`config.mk`:
```
export PLATFORM = sky130hd
export DESIGN_NAME = ccd_clock_config
export DESIGN_NICKNAME = d
export VERILOG_FILES = /design/src/core/ccd_pkg.sv /design/src/core/ccd_if.sv /design/src/core/ccd_clock_config.sv /design/src/core/ccd_ratio_decode.sv /design/src/core/ccd_divider.sv
export VERILOG_INCLUDE_DIRS = /design/src /design/src/core
export SDC_FILE = /design/constraint.sdc
export NUM_CORES = 1
export LEC_CHECK = 0
export BUFFER_PORTS_ARGS = -buffer_cell sky130_fd_sc_hd__buf_2
export CAP_MARGIN = 40
export CORE_MARGIN = 3
export CORE_UTILIZATION = 60
export CTS_BUF_LIST = sky130_fd_sc_hd__clkbuf_16
export CTS_CLUSTER_DIAMETER = 30
export DETAILED_ROUTE_END_ITERATION = 16
export PLACE_DENSITY = 0.81
export SLEW_MARGIN = 20
export SYNTH_ARGS = -nofsm -noshare
export SYNTH_HDL_FRONTEND = slang
export SYNTH_HIERARCHICAL = 1
export SYNTH_SLANG_ARGS = --single-unit
export TNS_END_PERCENT = 50
```
`constraint.sdc`:
```
create_clock -name clk -period 4.5 [get_ports clk]
set_input_delay 0.9 -clock clk [delete_from_list [all_inputs] [get_ports clk]]
set_output_delay 0.9 -clock clk [all_outputs]
set_load 0.01 [all_outputs]
```
`src/core/ccd_defines.svh`:
```
/*
 * register numbers, field positions and reset values of the codec
 * sample-rate clock configuration block.
 * assumes: included by bare name from the top module and the ratio decoder.
 */
`ifndef CCD_DEFINES_SVH
`define CCD_DEFINES_SVH

// ****************************************************************
// register numbers on the control port
// ****************************************************************
`define CCD_OFS_DAC_OSR_HIGH 8'h0d
`define CCD_OFS_DAC_OSR_LOW 8'h0e
`define CCD_OFS_DAC_INSTR 8'h0f
`define CCD_OFS_DAC_INTERP 8'h10
`define CCD_OFS_RSVD_17 8'h11
`define CCD_OFS_ADC_FIRST_DIV 8'h12
`define CCD_OFS_ADC_SECOND_DIV 8'h13
`define CCD_OFS_ADC_OSR 8'h14

// ****************************************************************
// reset values
// ****************************************************************
`define CCD_RST_DAC_OSR_HIGH 2'h0
`define CCD_RST_DAC_OSR_LOW 8'h80
`define CCD_RST_DAC_INSTR 8'h80
`define CCD_RST_DAC_INTERP 4'h8
`define CCD_RST_ADC_DIV 8'h01
`define CCD_RST_ADC_OSR 8'h80

// ****************************************************************
// field positions and codes
// ****************************************************************
`define CCD_DIV_POWER_BIT 7
`define CCD_DIV_VALUE_MSB 6
`define CCD_INTERP_MSB 3
`define CCD_OSR_HIGH_MSB 1
`define CCD_ADC_OSR_CODE_256 8'h00
`define CCD_ADC_OSR_CODE_32 8'h20
`define CCD_ADC_OSR_CODE_64 8'h40
`define CCD_ADC_OSR_CODE_128 8'h80
`define CCD_BLOCK_SEL_DIRECT 5'h00

`endif

```
`src/core/ccd_pkg.sv`:
```
/*
 * types shared by the clock configuration modules.
 * assumes: compiled before the interface and the modules.
 */
package ccd_pkg;

  // divider state: position in period, latched period, outputs
  typedef struct packed {
    logic [7:0] count;
    logic [7:0] period;
    logic level;
    logic tick;
  } ccd_div_s;

  // top-level state: registers, read data and registered outputs
  typedef struct packed {
    logic [1:0] osrHigh;
    logic [7:0] osrLow;
    logic [7:0] instr;
    logic [3:0] interp;
    logic [7:0] firstDiv;
    logic [7:0] secondDiv;
    logic [7:0] adcOsr;
    logic [7:0] rdData;
    logic [10:0] dacOsr;
    logic [10:0] dacInstr;
    logic [4:0] dacInterp;
    logic dacValid;
    logic [8:0] adcOsrVal;
    logic adcOsrBad;
    logic adcModClock;
    logic adcModTick;
  } ccd_top_s;

endpackage

```
`src/core/ccd_if.sv`:
```
/*
 * interfaces between the top module, its decoder and its dividers.
 * assumes: all signals on the one core clock.
 */
`timescale 1ns/1ps

// raw register fields out, decoded ratios back
interface ccd_cfg_if;
  logic [9:0] dacOsrCode;
  logic [7:0] instrCode;
  logic [3:0] interpCode;
  logic [7:0] adcOsrCode;
  logic [10:0] dacOsr;
  logic [10:0] dacInstr;
  logic [4:0] dacInterp;
  logic [8:0] adcOsr;
  logic adcOsrBad;
  modport top (output dacOsrCode, instrCode, interpCode, adcOsrCode,
    input dacOsr, dacInstr, dacInterp, adcOsr, adcOsrBad);
  modport dec (input dacOsrCode, instrCode, interpCode, adcOsrCode,
    output dacOsr, dacInstr, dacInterp, adcOsr, adcOsrBad);
endinterface // ccd_cfg_if

// one divider: input ticks, divide code, power, divided clock
interface ccd_div_if;
  logic tickIn;
  logic powerUp;
  logic [6:0] divCode;
  logic tickOut;
  logic level;
  modport top (output tickIn, powerUp, divCode, input tickOut, level);
  modport div (input tickIn, powerUp, divCode, output tickOut, level);
endinterface // ccd_div_if

```
`src/core/ccd_clock_config.sv`:
```
/*
 * codec sample-rate clock configuration: dac oversampling, dac
 * instruction count and interpolation, two adc dividers with power
 * down, adc oversampling.
 * assumes: register port and dac modulator clock come from logic on
 * clk; the block-select field lives in another register outside.
 */
`timescale 1ns/1ps

// Overview of operation
// dac oversampling ratio is 10 bits; zero means 1024, else value
// upper two ratio bits come from low two bits of previous register
// software keeps dac oversampling a multiple of interpolation ratio
// instruction count is four times code; zero means 1024
// software keeps instruction count a multiple of interpolation ratio
// instruction count and interpolation apply only when block select is zero
// interpolation field gives ratio equal value; zero gives 16
// software never writes upper interpolation bits nor the reserved register
// first adc divider bit 7 clear powers it down, adc clock follows dac
// first adc divider divides by value; zero means 128
// second adc divider bit 7 clear powers it down, adc clock follows dac
// second adc divider divides by value; zero means 128
// adc oversampling codes decode to 256, 32, 64, 128; others flagged
// software pairs adc oversampling ratio with matching filter type
// software keeps adc oversampling a multiple of decimation ratio
// each divider gives one period per count, changes without runt pulses
module ccd_clock_config
  import ccd_pkg::*;
(
  input wire logic clk,
  input wire logic rst_b,
  input wire logic regWrite,
  input wire logic [7:0] regAddr,
  input wire logic [7:0] regWdata,
  output logic [7:0] regRdata,
  input wire logic [4:0] blockSelect,
  input wire logic dacModClock,
  input wire logic dacModTick,
  output logic [10:0] dacOversamplingRatio,
  output logic [10:0] dacInstructionCount,
  output logic [4:0] dacInterpolationRatio,
  output logic dacProgramValid,
  output logic [8:0] adcOversamplingValue,
  output logic adcOversamplingBad,
  output logic adcModulatorClock,
  output logic adcModulatorTick
);
  `include "ccd_defines.svh"

  // ****************************************************************
  // state and sub-block connections
  // ****************************************************************
  ccd_top_s st;
  ccd_top_s next_st;
  logic firstUp;
  logic secondUp;
  logic bothUp;

  ccd_cfg_if cfg ();
  ccd_div_if firstDiv ();
  ccd_div_if secondDiv ();

  // ****************************************************************
  // decoder and divider chain
  // ****************************************************************

  // ratio decode of the stored codes
  assign cfg.dacOsrCode = {st.osrHigh, st.osrLow};
  assign cfg.instrCode = st.instr;
  assign cfg.interpCode = st.interp;
  assign cfg.adcOsrCode = st.adcOsr;

  ccd_ratio_decode u_decode (
    .cfg(cfg)
  );

  // power bits of the two adc dividers
  assign firstUp = st.firstDiv[`CCD_DIV_POWER_BIT];
  assign secondUp = st.secondDiv[`CCD_DIV_POWER_BIT];
  assign bothUp = firstUp && secondUp;

  // first divider runs on every codec input clock
  assign firstDiv.tickIn = 1'b1;
  assign firstDiv.powerUp = firstUp;
  assign firstDiv.divCode = st.firstDiv[`CCD_DIV_VALUE_MSB:0];

  ccd_divider u_first_div (
    .clk(clk),
    .rst_b(rst_b),
    .port(firstDiv)
  );

  // second divider counts output periods of the first
  assign secondDiv.tickIn = firstDiv.tickOut;
  assign secondDiv.powerUp = secondUp;
  assign secondDiv.divCode = st.secondDiv[`CCD_DIV_VALUE_MSB:0];

  ccd_divider u_second_div (
    .clk(clk),
    .rst_b(rst_b),
    .port(secondDiv)
  );

  // ****************************************************************
  // next-state logic
  // ****************************************************************

  // register writes, read data and registered outputs
  always_comb begin
    next_st = st;

    // register writes; reserved bits are never stored
    if (regWrite) begin
      case (regAddr)
        `CCD_OFS_DAC_OSR_HIGH: begin
          next_st.osrHigh = regWdata[`CCD_OSR_HIGH_MSB:0];
        end
        `CCD_OFS_DAC_OSR_LOW: begin
          next_st.osrLow = regWdata;
        end
        `CCD_OFS_DAC_INSTR: begin
          next_st.instr = regWdata;
        end
        `CCD_OFS_DAC_INTERP: begin
          next_st.interp = regWdata[`CCD_INTERP_MSB:0];
        end
        `CCD_OFS_ADC_FIRST_DIV: begin
          next_st.firstDiv = regWdata;
        end
        `CCD_OFS_ADC_SECOND_DIV: begin
          next_st.secondDiv = regWdata;
        end
        `CCD_OFS_ADC_OSR: begin
          next_st.adcOsr = regWdata;
        end
        default: begin
          next_st = st; // reserved and unknown numbers ignore writes
        end
      endcase
    end

    // read data follows the address one cycle later
    case (regAddr)
      `CCD_OFS_DAC_OSR_HIGH: begin
        next_st.rdData = {6'h00, st.osrHigh};
      end
      `CCD_OFS_DAC_OSR_LOW: begin
        next_st.rdData = st.osrLow;
      end
      `CCD_OFS_DAC_INSTR: begin
        next_st.rdData = st.instr;
      end
      `CCD_OFS_DAC_INTERP: begin
        next_st.rdData = {4'h0, st.interp};
      end
      `CCD_OFS_ADC_FIRST_DIV: begin
        next_st.rdData = st.firstDiv;
      end
      `CCD_OFS_ADC_SECOND_DIV: begin
        next_st.rdData = st.secondDiv;
      end
      `CCD_OFS_ADC_OSR: begin
        next_st.rdData = st.adcOsr;
      end
      default: begin
        next_st.rdData = 8'h00;
      end
    endcase

    // dac oversampling ratio always applies
    next_st.dacOsr = cfg.dacOsr;

    // programmed dac engine values apply only in direct block mode
    next_st.dacValid = (blockSelect == `CCD_BLOCK_SEL_DIRECT);
    if (next_st.dacValid) begin
      next_st.dacInstr = cfg.dacInstr;
      next_st.dacInterp = cfg.dacInterp;
    end else begin
      next_st.dacInstr = 11'h000;
      next_st.dacInterp = 5'h00;
    end

    // adc oversampling value and misuse flag
    next_st.adcOsrVal = cfg.adcOsr;
    next_st.adcOsrBad = cfg.adcOsrBad;

    // adc modulator clock: divided, or the dac clock when powered down
    if (bothUp) begin
      next_st.adcModClock = secondDiv.level;
      next_st.adcModTick = secondDiv.tickOut;
    end else begin
      next_st.adcModClock = dacModClock;
      next_st.adcModTick = dacModTick;
    end
  end

  // ****************************************************************
  // state register
  // ****************************************************************

  // reset loads the documented defaults
  always_ff @(posedge clk or negedge rst_b) begin
    if (!rst_b) begin
      st <= '0;
      st.osrHigh <= `CCD_RST_DAC_OSR_HIGH;
      st.osrLow <= `CCD_RST_DAC_OSR_LOW;
      st.instr <= `CCD_RST_DAC_INSTR;
      st.interp <= `CCD_RST_DAC_INTERP;
      st.firstDiv <= `CCD_RST_ADC_DIV;
      st.secondDiv <= `CCD_RST_ADC_DIV;
      st.adcOsr <= `CCD_RST_ADC_OSR;
    end else begin
      st <= next_st;
    end
  end

  // ****************************************************************
  // outputs, all from flops
  // ****************************************************************
  assign regRdata = st.rdData;
  assign dacOversamplingRatio = st.dacOsr;
  assign dacInstructionCount = st.dacInstr;
  assign dacInterpolationRatio = st.dacInterp;
  assign dacProgramValid = st.dacValid;
  assign adcOversamplingValue = st.adcOsrVal;
  assign adcOversamplingBad = st.adcOsrBad;
  assign adcModulatorClock = st.adcModClock;
  assign adcModulatorTick = st.adcModTick;

endmodule // ccd_clock_config

```
`src/core/ccd_ratio_decode.sv`:
```
/*
 * combinational decode of programmed codes into ratios.
 * assumes: codes come from registers of the top module.
 */
`timescale 1ns/1ps

module ccd_ratio_decode
  import ccd_pkg::*;
(
  ccd_cfg_if.dec cfg
);
  `include "ccd_defines.svh"

  // zero codes select the ratio one above the field range
  always_comb begin
    cfg.dacOsr = {cfg.dacOsrCode == 10'h000, cfg.dacOsrCode};
    cfg.dacInstr = {cfg.instrCode == 8'h00, cfg.instrCode, 2'h0};
    cfg.dacInterp = {cfg.interpCode == 4'h0, cfg.interpCode};
    case (cfg.adcOsrCode)
      `CCD_ADC_OSR_CODE_256: begin
        cfg.adcOsr = 9'h100;
        cfg.adcOsrBad = 1'b0;
      end
      `CCD_ADC_OSR_CODE_32, `CCD_ADC_OSR_CODE_64, `CCD_ADC_OSR_CODE_128: begin
        cfg.adcOsr = {1'b0, cfg.adcOsrCode};
        cfg.adcOsrBad = 1'b0;
      end
      default: begin
        cfg.adcOsr = {1'b0, cfg.adcOsrCode};
        cfg.adcOsrBad = 1'b1;
      end
    endcase
  end

endmodule // ccd_ratio_decode

```
`src/core/ccd_divider.sv`:
```
/*
 * integer clock divider, 1 to 128, on input ticks.
 * assumes: tickIn is a one-cycle enable on the core clock.
 */
`timescale 1ns/1ps

module ccd_divider
  import ccd_pkg::*;
(
  input wire logic clk,
  input wire logic rst_b,
  ccd_div_if.div port
);

  ccd_div_s st;
  ccd_div_s next_st;
  logic [7:0] code8;
  logic [7:0] lastCount;
  logic [7:0] usePeriod;

  // one output period per programmed count of input ticks
  always_comb begin
    code8 = {port.divCode == 7'h00, port.divCode};
    lastCount = st.period - 8'h01;
    usePeriod = st.period;
    next_st = st;
    next_st.tick = 1'b0;
    if (!port.powerUp) begin
      next_st.count = 8'h00;
      next_st.period = code8;
      next_st.level = 1'b0;
    end else if (port.tickIn) begin
      if (st.count == lastCount) begin
        next_st.count = 8'h00;
        next_st.tick = 1'b1;
        next_st.period = code8; // new value only at a period boundary
        usePeriod = code8;
      end else begin
        next_st.count = st.count + 8'h01;
      end
      // high for the first half of each period
      next_st.level = (usePeriod == 8'h01) ||
        (next_st.count < ((usePeriod + 8'h01) >> 1));
    end
  end

  // state register
  always_ff @(posedge clk or negedge rst_b) begin
    if (!rst_b) begin
      st <= '0;
    end else begin
      st <= next_st;
    end
  end

  assign port.tickOut = st.tick;
  assign port.level = st.level;

endmodule // ccd_divider

```
### Yosys cells after proc, flatten, opt, wreduce, memory -nomap -nowiden

Cells that the tools add are included.

* register bits after elaboration: 129
* bits in latches: 0
* memory bits (writable): 0
* ROM bits: 0
* input port bits: 26
* output and inout bits: 48
* memories: 0

* add/sub/neg operators: 6
* $mul: 0
* div/mod/pow operators: 0
* order comparisons: 2
* eq/ne operators: 15
* shift operators: 0
* muxes and demuxes: 22
* bitwise operators: 0
* reduce and logical (&&, ||, !) cells: 18

Operator list (number)
* $mux 8: 10
* $pmux 8 s7: 1
* $mux 17: 2
* $add 8x1->8 const B: 4
* $eq 8x5->1 const B: 4
* $eq 8x4->1 const B: 3
* $mux 18: 1
* $eq 8x1->1 const B: 2
* $eq 8x8->1: 2
* $logic_not 8->1: 2
* $lt 8x7->1: 2
* $mux 16: 1
* $sub 8x1->8 const B: 2
* $logic_not 7->1: 2
* $reduce_and 2->1: 7
* $logic_not 10->1: 1
* $mux 9: 1
* $eq 8x6->1 const B: 1
* $eq 8x7->1 const B: 1
* $eq 8x8->1 const B: 1
* $logic_not 5->1: 1
* $mux 1: 5
* $logic_not 4->1: 1
* $reduce_or 4->1: 1
* other kinds (4): 5

### Longest topological paths before layout

* word-level depth: 10
* mapped depth: 20

### By module

The synthesis kept the hierarchy.

By module, submodules not included
* ccd_clock_config: times used 1, cells each 236, area each 3642.2 µm², seq. area each 2359.8 µm²
* ccd_divider (u_first_div): times used 1, cells each 213, area each 1771.7 µm², seq. area each 450.4 µm²
* ccd_divider (u_second_div): times used 1, cells each 210, area each 1761.7 µm², seq. area each 450.4 µm²
* ccd_ratio_decode: times used 1, cells each 45, area each 305.3 µm², seq. area each 0.0 µm²

### Worst setup path after synthesis

OpenSTA, ideal clock, no wires.

* kind: register -> register
* start: register u_second_div/st[5] (netlist bit)
* end: register u_second_div.st (netlist bit u_second_div/port.level)
* data arrival time: 3.946 ns
* required time: 4.406 ns
* setup slack: 0.460 ns
* cell stages (with the launch flop): 20
* path buffers: 1
* path through: dfrtp_1 > buf_6 > or3_4 > or4_1 > o311ai_2 > o21ai_2 > nor2_4 > a21o_1 > ha_1 > and3_1 > nand3_1 > xnor2_1 > mux2i_1 > ha_1 > a21o_1 > a21oi_1 > o21ai_0 > o21ai_0 > a31oi_1 > a211oi_1

* word-level cells in the longest chain between the ends: 10

RTL lines
* start: declaration: line ccd_divider.sv:15 `ccd_div_s st;`
* start signal: assignment: line ccd_divider.sv:52 `st <= next_st;`
* $sub 8x1->8: line ccd_divider.sv:24 `lastCount = st.period - 8'h01;`
* $eq 8x8->1: line ccd_divider.sv:33 `if (st.count == lastCount) begin`
* $mux 8
* $mux 8: line ccd_divider.sv:32 `end else if (port.tickIn) begin`
* $mux 8: line ccd_divider.sv:28 `if (!port.powerUp) begin`
* $add 8x1->8: line ccd_divider.sv:43 `(next_st.count < ((usePeriod + 8'h01) >> 1));`
* $lt 8x7->1: line ccd_divider.sv:43
* $logic_or 1x1->1 (*): line ccd_divider.sv:42 `next_st.level = (usePeriod == 8'h01) ||`
* $mux 18 (*): line ccd_divider.sv:32
* $mux 17 (*): line ccd_divider.sv:28

Mark *: on every way between the ends. The rest lies on a longest branch, timed or not. The select of a mux whose other input is x is not followed.
A chain may end at the register's enable or synchronous reset.

### Worst setup path in the final report

Ends and elaborated chain as after synthesis.

==> key figures <==
Die
  • Die Wd: approximately 110 microns
  • # rows: 38
  • Boundary Pins: 74
  • Die Ht: about 110 microns
  • Full die area: between 0.01 and 0.015 sq mm
  • Initial Util: 62.3%
  • Core ar.: between 0.01 and 0.015 sq mm

GRT
  • Largest net degree at the start of global routing: 66
  • Tot GR Track Use: 25.7%
  • First-pass GRT wire length: 25,700 microns
  • Vias in the first global route: a little under 5,000
  • Grt total ovfl: 0
  • Initial antenna violation count: 0

Place
  • I/O Buffers: between 70 and 80
  • Dpl hpwl: 10,900 microns
  • Placed Cells: 780
  • RD Place Congestion: between 0.9 and 1

Logic synthesis
  • Mean post-synth cell area: 11.1 sq um
  • Post-Syn Area: about 0.007 sq mm
  • Yosys Warn Count: 6
  • Post-Syn Instances: between 600 and 700

Timing
  • Clock Skew: 0.00980 ns
  • # setup viols final: 0
  • Tmin final: approximately 4.2 ns
  • Setup TNS: 0 ns
  • Worst slew pin tran: about 0.63 ns
  • Fmax: 238 MHz
  • Worst hold margin: slightly below 0.3 ns
  • Final Hold Violating Endpoints: 0
  • Tcrit/Tclk final: 93.2%
  • Max_slew headroom: about three fifths
  • Fin. max-slew vios: 0
  • RSZ-0062 raised after global routing: false

Clocking
  • CTS tree: built
  • Num Clock Sinks: 129
  • Post-CTS sizing: 0
  • CTS clk-pin slew, worst paths: approximately 0.060 ns
  • Largest buffer count on any clock path: 2
  • H-tree levels: 4
  • Num CTS Buffers: 17
  • Setup bufs post-CTS: 0
  • CTS Hold Bufs: 0
  • CTS root buf: clkbuf_16
  • Worst-skew pair later-pin latency: approximately 0.42 ns

Min path
  • HP Class: primary input to asynchronous set/reset pin

Cells and area
  • Filler cell count: around 800
  • Non-filler instance count after layout: roughly 810
  • Ratio of cells with drive above 1 in the final layout: 29.5%
  • Most frequent cells in the layout: dfrtp_1, buf_2, mux2_2
  • Ant. Diodes: 0
  • Final nets: about 700
  • Area Growth Syn to Fin: 12.6%
  • Most common cell after layout, fill and taps aside: dfrtp_1
  • Final core utilization: roughly 70%

Setup path
  • Crit path DAT: between 4 and 5 ns
  • Largest stage delay, worst path: roughly 0.52 ns
  • R2R Setup Slk: 0.31 ns
  • Crit-path max FO: 9
  • Worst path cell trace: or3_4, or4_1, o311ai_2, o21a_4, nand3_1, o21ai_0, ha_1, and3_1, nand3_1, xnor2_1, mux2i_1, ha_1, a21o_1, a21oi_1, o21ai_0, o21ai_0, a31oi_1, a211oi_1
  • Top delay family on crit path: compound AO/OA/AOI/OAI gates
  • CP required: a little under 5 ns
  • Crit. End Element: flop
  • WS Path Type: flop to flop
  • Slowest-stage cell, CP: or4_1
  • Crit path top cell by count: o21ai_0
  • Startpoint types: flop
  • WP buf/inv: 0

Power
  • Peak VDD IR: around 410 uV
  • Leakage: about 3.8 nW
  • Power Dens Cells: ~370 mW/mm^2

Detailed routing
  • Via Count: slightly below 5,000
  • DR DRC count: 0
  • Drt first pass iters: 5
  • DR WL/cell: 19.0 microns
  • Routed WL: 15,400 microns
  • Antenna-violating nets left: 0
  • First DRT Iteration DRCs: 361
  • Drt via density: ~6

Job
  • Maxcap violations: 0

Outcome
  • Run status: complete, no violations
cell type report:
class | count | area [sq um] | share of cell area, %
flip-flops and latches | 129 | 3240 | 41.8
inverters | 13 | 48.8 | 0.631
clock inverters | 15 | 161 | 2.09
repair buffers | 83 | 475 | 6.14
well taps | 140 | 175 | 2.26
clock buffers | 17 | 425 | 5.50
multi-input cells | 417 | 3220 | 41.6
report_power, final:
| part | total, mW | switching, mW | internal [mW] |
|---|---|---|---|
| registers | 1.26 | 0.0526 | 1.21 |
| clock network | 1.35 | 0.532 | 0.821 |
| logic | 0.286 | 0.158 | 0.128 |
path summary, 6_finish.rpt:
check                                                    start                             endpoint  depth (start not counted)
worst min register to register   cfg.dacOsrCode[7]$_DFFE_PN1P_    dacOversamplingRatio[7]$_DFF_PN0_                          0
min in group clk                 cfg.dacOsrCode[7]$_DFFE_PN1P_    dacOversamplingRatio[7]$_DFF_PN0_                          0
worst max register to register  u_second_div/st[5]$_DFFE_PN0P_  u_second_div/port.level$_DFFE_PN0P_                         18
worst max-delay path            u_second_div/st[5]$_DFFE_PN0P_  u_second_div/port.level$_DFFE_PN0P_                         18
worst min-delay path                                     rst_b        cfg.dacOsrCode[2]$_DFFE_PN0P_                          1
max in group asynchronous                                rst_b      firstDiv.divCode[0]$_DFFE_PN1P_                          2
flip-flops by register name (all words and copies together) (netlist names), 4 cells and up:
name                   flops
cfg.interpCode             4
cfg.adcOsrCode             8
cfg.instrCode              8
u_first_div/st            16
cfg.dacOsrCode            10
regRdata                   8
u_second_div/st           16
secondDiv.divCode          7
dacInterpolationRatio      5
firstDiv.divCode           7
dacInstructionCount       11
adcOversamplingValue       9
dacOversamplingRatio      11
routing by layer:
layer  global-route usage, %  part of all wire, %  vias up
met3                    5.83                  5.3       24
li1                        -                    -     2273
met4                    9.62                  2.1        0
met2                    40.3                   49      150
met5                       0                    0        -
met1                    35.3                   44     2446
per-stage QoR:
step	total power, mW	instance area, sq um	setup WS [ns]
5_1_grt	3.01	7740	0.0215
2_1_floorplan	1.47	6880	0.460
6_report	2.90	7740	0.305
4_1_cts	2.92	7700	0.318
3_5_place_dp	1.56	7120	0.333
3_3_place_gp	1.55	7120	0.423
(Power assumes the default switching activity.)
